[config.mk]
export PLATFORM = sky130hd
export DESIGN_NAME = iac_sequencer
export DESIGN_NICKNAME = d
export VERILOG_FILES = /design/src/rtl/iac_pkg.sv /design/src/rtl/iac_sequencer.sv
export VERILOG_INCLUDE_DIRS = /design/src /design/src/rtl
export SDC_FILE = /design/constraint.sdc
export NUM_CORES = 1
export LEC_CHECK = 0
export ABC_CLOCK_PERIOD_IN_PS = 6250
export BUFFER_PORTS_ARGS = -buffer_cell sky130_fd_sc_hd__buf_2
export CORE_AREA = 2 2 156 112
export CTS_BUF_LIST = sky130_fd_sc_hd__clkbuf_16
export DETAILED_ROUTE_END_ITERATION = 10
export DIE_AREA = 0 0 158 114
export PLACE_DENSITY = 0.71
export RECOVER_POWER = 100
export SETUP_SLACK_MARGIN = 0.15
export SLEW_MARGIN = 20
export SYNTH_ARGS = -nofsm -noshare
export SYNTH_HDL_FRONTEND = slang
export SYNTH_SLANG_ARGS = --single-unit
[constraint.sdc]
create_clock -name clk -period 6.25 [get_ports clk]
set_input_delay 1.25 -clock clk [delete_from_list [all_inputs] [get_ports clk]]
set_output_delay 1.25 -clock clk [all_outputs]
set_load 0.02 [all_outputs]
[src/rtl/iac_defs.svh]
`ifndef IAC_DEFS_SVH
`define IAC_DEFS_SVH
// ****************************************
// Register map (byte addresses)
// ****************************************
`define IAC_OFS_CTRL 5'h0_0
`define IAC_OFS_STATUS 5'h0_4
`define IAC_OFS_ACC 5'h0_8
`define IAC_OFS_MBUF 5'h0_C
`define IAC_OFS_MADDR 5'h1_0
// ****************************************
// Control register fields
// ****************************************
`define IAC_CTRL_START 0
`define IAC_CTRL_HALT 1
`define IAC_CTRL_CONGATE 2
`define IAC_CTRL_ADDOP 3
`define IAC_CTRL_IDXCLS 4
`define IAC_CTRL_IRQ 5
`define IAC_CTRL_EXEC2 6
`define IAC_CTRL_ALTSW 7
`define IAC_CTRL_PRESET 8
`define IAC_CTRL_PWRCLR 9
`define IAC_CTRL_RST 10'h0_00
// ****************************************
// Status register fields
// ****************************************
`define IAC_STAT_OVF 9
`define IAC_STAT_AUX 10
// ****************************************
// Timing
// ****************************************
`define IAC_CLK_MHZ 200
`define IAC_TP3_NS 350
`define IAC_TP4_NS 300
`define IAC_TP5_NS 400
`define IAC_TP3_CYC ((`IAC_TP3_NS * `IAC_CLK_MHZ) / 1000)
`define IAC_TP4_CYC ((`IAC_TP4_NS * `IAC_CLK_MHZ) / 1000)
`define IAC_TP5_CYC ((`IAC_TP5_NS * `IAC_CLK_MHZ) / 1000)
`endif

[src/rtl/iac_pkg.sv]
package iac_pkg;
  typedef enum logic [1:0] {MS_DEFER, MS_EXECUTE, MS_FETCH} iac_major_t;
  typedef logic [11:0] iac_word_t;
endpackage

[src/rtl/iac_sequencer.sv]
`timescale 1ns/1ps
`default_nettype none
`include "iac_defs.svh"
// What this block does
// - Defer TS3 gates memory halves onto bus
// - Pulse 3 loads buffer with memory plus carry
// - Pulse 3 moves state 3 to 4
// - Pulse 4 sets marker on buffer bit 00
// - Pulse 4 sets state 5
// - Pulse 5 comes 400 ns after 4
// - Pulse 5 clocks run, stays set unless halted
// - Pulse 5 moves state 5 to 1
// - Cycle done set at major state end
// - Time state 1 enables buffer bits 5-11
// - Index class also enables bits 2-4
// - Pulse 1 needs run, idle, done, and a major state other than fetch
// - Pulse 1 loads address from bus
// - Pulse 1 moves state 1 to 2
// - Memory strobe gives pulse 2, clears idle
// - Pulse 3 comes 350 ns after 2
// - Memory done sets idle
// - Add select enables buffer, accumulator into adder
// - Pulse 4 comes 300 ns after 3
// - Pulse 4 loads accumulator with sum
// - Carry out of bit 00 sets overflow
// - Power clear selects legacy mode; preset loads the mode from the alternate switch
// - Pulse 1 with console gate starts memory
module iac_sequencer (
  input wire logic clk,
  input wire logic reset_n,
  input wire logic clkEn,
  input wire logic [4:0] avs_address,
  input wire logic avs_read,
  input wire logic avs_write,
  input wire logic [31:0] avs_writedata,
  output logic [31:0] avs_readdata,
  output logic avs_waitrequest,
  input wire logic memReadPulse,
  input wire logic memDone,
  input wire iac_pkg::iac_word_t memData,
  output logic memStart,
  output iac_pkg::iac_word_t memAddress,
  output iac_pkg::iac_word_t regBus,
  output logic [4:0] timingPulse,
  output logic [4:0] timeState,
  output logic adderSelect
);
  import iac_pkg::*;

  localparam int SYNC_W = 14;
  localparam logic [6:0] TP3_CYC = 7'(`IAC_TP3_CYC);
  localparam logic [6:0] TP4_CYC = 7'(`IAC_TP4_CYC);
  localparam logic [6:0] TP5_CYC = 7'(`IAC_TP5_CYC);

  // ****************************************
  // Pin synchronisers
  // ****************************************
  // A change counts only once stages two and three agree
  logic [SYNC_W-1:0] syncA_q, syncB_q, syncC_q, pin_q, pinPrev_q;
  logic [SYNC_W-1:0] pin_d;
  assign pin_d = (syncB_q & syncC_q) | (pin_q & (syncB_q | syncC_q));
  always_ff @(posedge clk) begin
    if (!reset_n) begin
      syncA_q <= '0;
      syncB_q <= '0;
      syncC_q <= '0;
      pin_q <= '0;
      pinPrev_q <= '0;
    end else if (clkEn) begin
      syncA_q <= {memDone, memReadPulse, memData};
      syncB_q <= syncA_q;
      syncC_q <= syncB_q;
      pin_q <= pin_d;
      pinPrev_q <= pin_q;
    end
  end
  wire iac_word_t memWord = pin_q[11:0];
  wire readEdge = pin_q[12] & ~pinPrev_q[12];
  wire doneEdge = pin_q[13] & ~pinPrev_q[13];

  // ****************************************
  // Sequencer state
  // ****************************************
  logic [4:0] ts_q;
  iac_major_t major_q;
  logic run_q, memIdle_q, cycleDone_q, overflow_q, auxMark_q, altMode_q;
  logic [6:0] cnt_q;
  iac_word_t ac_q, mb_q, ma_q;
  logic [9:0] ctrl_q;

  wire conGate = ctrl_q[`IAC_CTRL_CONGATE];
  wire addOp = ctrl_q[`IAC_CTRL_ADDOP];
  wire idxClass = ctrl_q[`IAC_CTRL_IDXCLS];
  wire irqState = ctrl_q[`IAC_CTRL_IRQ];
  wire secondExec = ctrl_q[`IAC_CTRL_EXEC2];
  wire isDefer = major_q == MS_DEFER;
  wire isExec = major_q == MS_EXECUTE;
  wire cntZero = cnt_q == 7'h0_0;

  // Timing pulses, each one clock long and gated by the enable
  wire tp1 = clkEn & ts_q[0] & run_q & memIdle_q & cycleDone_q & ~(major_q == MS_FETCH);
  wire tp2 = clkEn & ts_q[1] & readEdge;
  wire tp3 = clkEn & ts_q[2] & cntZero;
  wire tp4 = clkEn & ts_q[3] & cntZero;
  wire tp5 = clkEn & ts_q[4] & cntZero;

  // ****************************************
  // Register bus and adder
  // ****************************************
  wire memHalves = isDefer & ts_q[2] & conGate & ~irqState;
  // Major state moves at pulse 5, so time state 1 after defer already reads execute
  wire enMbLow = ts_q[0] & isExec;
  wire enMbMid = enMbLow & idxClass;
  wire addSel = isExec & addOp;
  wire addPath = addSel & ts_q[3];
  wire [12:0] sum = {1'b0, ac_q} + {1'b0, mb_q};
  wire carryIns = isDefer & idxClass;
  wire iac_word_t mbNext = memWord + {11'h0_00, carryIns};
  wire iac_word_t busVal =
    memHalves ? memWord :
    addPath ? sum[11:0] :
    enMbLow ? {2'b00, mb_q[9:7] & {3{enMbMid}}, mb_q[6:0]} :
    12'h0_00;

  // ****************************************
  // Avalon slave
  // ****************************************
  // Fixed one-cycle answer; the wait state keeps the decode off the request path
  logic waitReq_q;
  logic [31:0] rdata_q;
  wire acc = (avs_read | avs_write) & waitReq_q & clkEn;
  wire wrTake = avs_write & ~waitReq_q & clkEn;
  wire selCtrl = avs_address == `IAC_OFS_CTRL;
  wire selStat = avs_address == `IAC_OFS_STATUS;
  wire selAcc = avs_address == `IAC_OFS_ACC;
  wire selMbuf = avs_address == `IAC_OFS_MBUF;
  wire selMaddr = avs_address == `IAC_OFS_MADDR;
  wire [11:0] statusWord = {altMode_q, auxMark_q, overflow_q,
    cycleDone_q, memIdle_q, run_q, isExec, ts_q};
  wire [31:0] rdMux =
    selCtrl ? {22'h00_0000, ctrl_q} :
    selStat ? {20'h0_0000, statusWord} :
    selAcc ? {20'h0_0000, ac_q} :
    selMbuf ? {20'h0_0000, mb_q} :
    selMaddr ? {20'h0_0000, ma_q} :
    32'h0000_0000;
  wire ctrlWr = wrTake & selCtrl;
  wire startReq = ctrlWr & avs_writedata[`IAC_CTRL_START] & ~run_q;
  wire presetReq = ctrlWr & avs_writedata[`IAC_CTRL_PRESET];
  wire pwrClr = ctrlWr & avs_writedata[`IAC_CTRL_PWRCLR];
  wire ovfClr = wrTake & selStat & avs_writedata[`IAC_STAT_OVF];
  wire auxClr = wrTake & selStat & avs_writedata[`IAC_STAT_AUX];
  wire accWr = wrTake & selAcc & ~run_q;

  always_ff @(posedge clk) begin
    if (!reset_n) begin
      waitReq_q <= 1'b1;
      rdata_q <= 32'h0000_0000;
    end else if (clkEn) begin
      waitReq_q <= ~acc;
      if (acc) begin
        rdata_q <= rdMux;
      end
    end
  end

  // Start, preset and power-clear bits self-clear
  always_ff @(posedge clk) begin
    if (!reset_n) begin
      ctrl_q <= `IAC_CTRL_RST;
    end else if (ctrlWr) begin
      ctrl_q <= {3'b000, avs_writedata[6:1], 1'b0};
      ctrl_q[`IAC_CTRL_ALTSW] <= avs_writedata[`IAC_CTRL_ALTSW];
    end
  end

  // ****************************************
  // Time states and major state
  // ****************************************
  always_ff @(posedge clk) begin
    if (!reset_n) begin
      ts_q <= 5'b0_0001;
      major_q <= MS_FETCH;
      cnt_q <= 7'h0_0;
    end else if (clkEn) begin
      if (startReq && !run_q) begin
        ts_q <= 5'b0_0001;
        major_q <= MS_DEFER;
      end else if (tp1) begin
        ts_q <= 5'b0_0010;
      end else if (tp2) begin
        ts_q <= 5'b0_0100;
        cnt_q <= TP3_CYC - 7'h0_1;
      end else if (tp3) begin
        ts_q <= 5'b0_1000;
        cnt_q <= TP4_CYC - 7'h0_1;
      end else if (tp4) begin
        ts_q <= 5'b1_0000;
        cnt_q <= TP5_CYC - 7'h0_1;
      end else if (tp5) begin
        ts_q <= 5'b0_0001;
        if (isDefer) begin
          major_q <= MS_EXECUTE;
        end else if (isExec) begin
          major_q <= MS_FETCH;
        end
      end else if (!cntZero) begin
        cnt_q <= cnt_q - 7'h0_1;
      end
    end
  end

  // ****************************************
  // Control flip-flops
  // ****************************************
  always_ff @(posedge clk) begin
    if (!reset_n) begin
      run_q <= 1'b0;
      cycleDone_q <= 1'b0;
      memIdle_q <= 1'b1;
    end else if (clkEn) begin
      if (startReq) begin
        run_q <= 1'b1;
      end else if (tp5) begin
        run_q <= ~ctrl_q[`IAC_CTRL_HALT];
      end
      if (startReq || tp5) begin
        cycleDone_q <= 1'b1;
      end else if (tp1) begin
        cycleDone_q <= 1'b0;
      end
      if (doneEdge) begin
        memIdle_q <= 1'b1;
      end else if (tp2) begin
        memIdle_q <= 1'b0;
      end
    end
  end

  // Overflow and marker sets win over a software clear in the same cycle; power clear wins over preset
  always_ff @(posedge clk) begin
    if (!reset_n) begin
      overflow_q <= 1'b0;
      auxMark_q <= 1'b0;
      altMode_q <= 1'b0;
    end else if (clkEn) begin
      if (tp4 && addSel && sum[12]) begin
        overflow_q <= 1'b1;
      end else if (ovfClr) begin
        overflow_q <= 1'b0;
      end
      if (tp4 && isDefer && altMode_q && mb_q[11]) begin
        auxMark_q <= 1'b1;
      end else if (auxClr) begin
        auxMark_q <= 1'b0;
      end
      if (pwrClr) begin
        altMode_q <= 1'b0;
      end else if (presetReq) begin
        altMode_q <= avs_writedata[`IAC_CTRL_ALTSW];
      end
    end
  end

  // ****************************************
  // Data registers
  // ****************************************
  always_ff @(posedge clk) begin
    if (!reset_n) begin
      ac_q <= 12'h0_00;
      mb_q <= 12'h0_00;
      ma_q <= 12'h0_00;
    end else if (clkEn) begin
      if (tp3 && !secondExec) begin
        mb_q <= mbNext;
      end
      if (tp4 && addSel) begin
        ac_q <= sum[11:0];
      end else if (accWr) begin
        ac_q <= avs_writedata[11:0];
      end
      if (tp1) begin
        ma_q <= busVal;
      end
    end
  end

  // ****************************************
  // Registered outputs
  // ****************************************
  always_ff @(posedge clk) begin
    if (!reset_n) begin
      memStart <= 1'b0;
      regBus <= 12'h0_00;
      timingPulse <= 5'b0_0000;
      timeState <= 5'b0_0001;
      adderSelect <= 1'b0;
    end else if (clkEn) begin
      memStart <= tp1 & conGate;
      regBus <= busVal;
      timingPulse <= {tp5, tp4, tp3, tp2, tp1};
      timeState <= ts_q;
      adderSelect <= addSel;
    end
  end
  assign avs_waitrequest = waitReq_q;
  assign avs_readdata = rdata_q;
  assign memAddress = ma_q;

  // ****************************************
  // Checks
  // ****************************************
  logic [6:0] gap_q;
  always_ff @(posedge clk) begin
    if (!reset_n) begin
      gap_q <= 7'h0_0;
    end else if (tp2 || tp3 || tp4) begin
      gap_q <= 7'h0_1;
    end else if (clkEn && gap_q != 7'h7_F) begin
      gap_q <= gap_q + 7'h0_1;
    end
  end
endmodule // iac_sequencer
`default_nettype wire

Word level (Yosys, flattened, before mapping)
Cells that the tools add are included.
{ "word_totals": {"wordCells": 171, "input_bits": 56, "out_inout_bits": 69, "ramBits": 0, "mem_bits_ro": 0, "mem_count": 0, "latch_bits": 0, "regBits": 190} }
{ "classes": {"multipliers": 0, "n_eq_ne": 12, "add_sub_neg": 3, "n_lt_le_gt_ge": 0, "n_shift": 0, "n_reduce_logical": 36, "div_mod_pow": 0, "muxes": 41, "bitwise_logic": 54} }
{ "op_table": {"columns": ["op", "count"], "rows": [
  ["2-to-1 mux 12 bit", 9],
  ["AND 1 bit", 38],
  ["2-to-1 mux 7 bit", 5],
  ["2-to-1 mux 5 bit", 6],
  ["AND 14 bit", 2],
  ["bitwise OR 14 bit", 2],
  ["AND reduction 2 bit", 11],
  ["2-to-1 mux 2 bit", 8],
  ["nonzero test 2 bit", 8],
  ["adder 12 x 12 -> 13 bit", 1],
  ["adder 12 x 1 -> 12 bit", 1],
  ["2-to-1 mux 1 bit", 12],
  ["== test 5 x 4 -> 1 bit, second input constant", 2],
  ["2-to-1 mux 10 bit", 1],
  ["inverter 1 bit", 10],
  ["!= test 2 x 1 -> 1 bit, second input constant", 4],
  ["logical AND 1 bit", 7],
  ["zero test 7 bit", 1],
  ["AND reduction 7 bit", 1],
  ["subtractor 7 x 1 -> 7 bit, second input constant", 1],
  ["nonzero test 6 bit", 1],
  ["== test 5 x 3 -> 1 bit, second input constant", 1],
  ["== test 5 bit, second input constant", 1],
  ["zero test 5 bit", 1],
  ["11 further kinds", 12]
]} }

Longest topological paths before layout
{ "logic_depth": {"ltp_word": 9, "depth_mapped": 9, "mapped_depth_nobuf": 9} }

Least setup slack after synthesis
No wires, ideal clock.
{ "synth_timing": {"kind": "input -> register", "startpoint": "input clkEn", "endpoint": "register ac_q[7]", "stages": 8, "t_required_ns": 6.129, "arrival_ns": 2.629, "path_buffers": 2, "setup_time_ns": 0.121, "path_slack_ns": 3.500, "path_cell_list": "buf_2 -> nand3b_1 -> nor2_1 -> nand2_1 -> clkbuf_1 -> mux2_2 -> o21ai_0 -> a21oi_1"} }
{ "synth_via": {"elab_chain_len": 5, "elab_cells_between_ends": 9, "cone_classes": "mux: 1; bitwise: 5; reduce/logical: 3"} }
{ "synth_lines": {"columns": ["element", "line", "source"], "rows": [
  ["start: declaration", "iac_sequencer.sv:31", "input wire logic clkEn,"],
  ["AND 1 bit (on tied branches)", "iac_sequencer.sv:132, iac_sequencer.sv:104", null],
  ["AND 1 bit (on tied branches)", "iac_sequencer.sv:153, iac_sequencer.sv:104", null],
  ["AND 1 bit / logical AND 1 bit (equally long branches)", "iac_sequencer.sv:153, iac_sequencer.sv:277", null],
  ["nonzero test 2 bit (no source line)", null, null],
  ["AND reduction 2 bit (no source line)", null, null],
  ["end signal: assignment", "iac_sequencer.sv:278", "ac_q <= sum[11:0];"],
  ["end signal: assignment", "iac_sequencer.sv:280", "ac_q <= avs_writedata[11:0];"],
  ["end: declaration", "iac_sequencer.sv:88", "iac_word_t ac_q, mb_q, ma_q;"]
]} }
Parallel ways exist; a longest one is shown, timed or not.
A chain may end at the register's enable or synchronous reset.

Worst setup path in the final report
{ "layout_timing": {"startpoint": "input clkEn", "endpoint": "register cnt_q[4]"} }
{ "layout_via": {"elab_chain_len": 7, "elab_cells_between_ends": 26, "cone_classes": "eq/ne: 2; mux: 3; bitwise: 19; reduce/logical: 2"} }
{ "layout_lines": {"columns": ["element", "line", "source"], "rows": [
  ["AND 1 bit (on tied branches)", "iac_sequencer.sv:101, iac_sequencer.sv:132", null],
  ["AND 1 bit (on tied branches)", "iac_sequencer.sv:101, iac_sequencer.sv:147", null],
  ["AND 1 bit (on tied branches) (2 in a row)", "iac_sequencer.sv:101, iac_sequencer.sv:148", null],
  ["AND 1 bit / logical AND 1 bit (equally long branches)", "iac_sequencer.sv:101, iac_sequencer.sv:186", null],
  ["inverter 1 bit (no source line)", null, null],
  ["AND reduction 5 bit (no source line)", null, null],
  ["end signal: assignment", "iac_sequencer.sv:193", "cnt_q <= TP3_CYC - 7'h0_1;"],
  ["end signal: assignment", "iac_sequencer.sv:196", "cnt_q <= TP4_CYC - 7'h0_1;"],
  ["end signal: assignment", "iac_sequencer.sv:199", "cnt_q <= TP5_CYC - 7'h0_1;"],
  ["end: declaration", "iac_sequencer.sv:87", "logic [6:0] cnt_q;"]
]} }
Parallel ways exist; a longest one is shown, timed or not.

==> metrics.yaml <==
run_status: "complete, but fails checks"
violations: "capacitance limit, slew limit"
fin_crit_ns: 4.02
via_count_of_the_first_global_routing_pass: 5648
worst_ep_arrival_time_ns: 4.28
max-cap-violations: 2
avgViaCountPerCell: 5.52
synth.yosys.seq_area_share_pct: 43.3
dieArea_mm2: 0.0180
fmax_ghz: 0.249
post_route_clock_skew_ns: 0.00810
grt_pass1_wl_mm: 30.2
globalRoute.totalOverflow: 0
final-seq-area_mm2: 0.00316
slew_viol_final: 78
post_synth_main_area_contributors: "dfxtp_1, mux2i_1, nor2_1, a21oi_1, o21ai_0"
startpoint_type: "input pin"
final_common_cell: "dfxtp_1"
layout-area-overhead-vs-synth_pct: 13.1
layout-drive-gt1-share_pct: 8.42
worst_setup_path_end_kind: "flip-flop"
r2r_cells: 8
drt-wirelength-per-cell_um: 16.7
drc: 0
worst_hold_path.endpoint: "pin_q[9]"
dr_total_vias: 6259
synthDominantAreaCellType: "dfxtp_1"
worstHoldPathCells: 2
globalplace.congestion: 0.935
hold_path.startpoint: "syncC_q[9]"
route.antenna.remaining_nets: 0
most-common-layout-cells: "dfxtp_1, nor2_1, nand2_1"
largest_net_degree_at_the_start_of_global_routing: 78
std_cell_rows: 40
detail_route.first_pass.iterations: 5
starting_density_of_the_core_pct: 43.7
yosys_most_used_dff: "dfxtp_1"
reg2reg_to: "ac_q[7]"
cts-buffers-inserted: 17
postCtsResizedCells: 0
leak_pwr_nw: 3.42
r2r_slack_ns: 3.64
r2r_start: "cnt_q[0]"
cts.clk_slew.worst_paths_ns: 0.06
number_of_cells_in_the_design_after_placement: 1103
insertedDiodeCount: 0
number_of_cells_produced_by_synthesis: 836
io_pins: 125
floorplan.die.width_um: 158
yosys_warnings: 0
first_iter_violations: 615
cts-hold-fix-buffers: 0
multi_input_area_mm2: 0.00383
syn_avg_cell_area_um2: 8.74
timing.critical_path.required_ns: 6.51
layout.filler_cells: 1674
die_h_um: 114
ctsRootBufferMaster: "clkbuf_16"
totalWireLength_mm: 18.9
post-layout-total-power_mw: 2.42
relSlewSlack_pct: -30.8
hpwl_after_detailed_placement_mm: 13.5
synth.top_cell.area_share_pct: 43.3
cts_max_path_buffers: 2
holdCritPathClass: "reg2reg"
ys_ff_latch: 158
clkSinkCount: 158
report.final.setup_viol: 0
synth.cell_area_mm2: 0.00731
powerDensity_mw_per_mm2: 293
placement.io_buffers: 84
worstMarginPinSlew_ns: 1.96
ys_async_sr_fraction_pct: 0
critical_path.max_fanout: 26
clk-insertion-delay-late_ns: 0.42
synth_enable_flop_cells: 0
layout.cells.non_filler: 1134
tns_ns: 0
htree_levels: 4
post-place-ws_ns: 2.73
antenna_found_initial: 0
netlist-cell-type-count: 62
final_min_period_over_clock_period_pct: 64.3
cts_setup_buffers: 0
final_critical_path_setup_slack_ns: 2.23
final_nets: 963
unrepaired_setup_endpoints_after_global_routing: "no"
core_region_area_mm2: 0.0167
ir_worst_vdd_mv: 0.262
tritoncts: "done"
grt.total_usage_pct: 21.3
final_hold_viol_count: 0
crit_type: "in2reg"
==> per-stage QoR <==
step | utilization (%) | area (µm²) | hold slack, ns
after floorplan | - | 7380 | 0.434
after global placement | 46.5 | 7770 | 0.437
after detailed placement | 46.5 | 7770 | 0.444
after CTS | 50.0 | 8350 | 0.453
after global routing | 49.5 | 8270 | 0.465
final | 49.5 | 8270 | 0.455
==> state kept, by name, summed over array words and instances, names as in the netlist, 2 cells and up <==
name          flops
pin_q            14
syncA_q          14
syncB_q          14
syncC_q          14
ac_q             12
avs_readdata     12
mb_q             12
memAddress       12
regBus           12
cnt_q             7
ctrl_q            7
timeState         5
timingPulse       5
ts_q              5
major_q           2
pinPrev_q         2
==> worst max path at each step <==
stage                         startpoint   endpoint  slack, ns
after global routing               clkEn  regBus[5]       1.98
after floorplan                    clkEn    ac_q[7]       3.50
final                              clkEn   cnt_q[4]       2.23
after CTS                 avs_address[1]   ac_q[11]       3.18
after global placement    avs_address[1]    ac_q[9]       2.75
after detailed placement  avs_address[1]   ac_q[11]       2.73
==> where the power goes <==
| part | total (mW) | internal, mW | switching, mW |
|---|---|---|---|
| Combinational | 0.311 | 0.124 | 0.186 |
| Clock | 1.03 | 0.619 | 0.407 |
| Sequential | 1.08 | 1.05 | 0.0380 |
==> metal layers <==
layer	share of wire [%]	track usage, %	up-vias
li1	-	-	3084
met1	50	31.9	2960
met2	42	30.5	196
met3	6.9	5.28	19
met4	1.0	5.59	0
met5	0	0	-
==> critical path, cell delays in order <==
cell	delay, ns
clkbuf_1	0.81
inv_1	0.78
nor4_4	0.59
and2_0	0.46
o21ai_0	0.18
nand3_1	0.11
a21oi_1	0.08
==> layout make-up <==
type                       instances  area share, %
clock buffer                      17           5.15
clock inverter                    14           1.86
inverter                           9          0.424
multi-input combinational        618           46.3
sequential                       158           38.3
tap                              231           3.50
timing repair buffer              87           4.52
==> Yosys cell counts, types with 6 or more instances <==
library cell and number:
dfxtp_1 158, o21ai_0 60, ha_1 15, nand3_1 18, a21boi_0 7, nor2_1 101, nand2_1 75, a222oi_1 9
mux2i_1 62, a21oi_1 64, clkbuf_1 34, xor2_1 16, buf_4 21, a21o_1 17, a211oi_1 27, nor3_1 18
a22oi_1 9, buf_1 10, a221oi_1 8, a31oi_1 6, inv_1 8, and3_1 9
==> logic make-up after synthesis <==
logic type                 share of synthesized area, %
AOI/OAI and AO/OA                                  19.8
xor gates and xnor gates                           2.52
adders and majority gates                          2.84
buffers and inverters                              5.22
DFF                                                43.3
muxes                                              9.26
other                                            0.0513
and+or+nand+nor                                    17.0
Note: power is estimated with default switching activity, not from simulation.
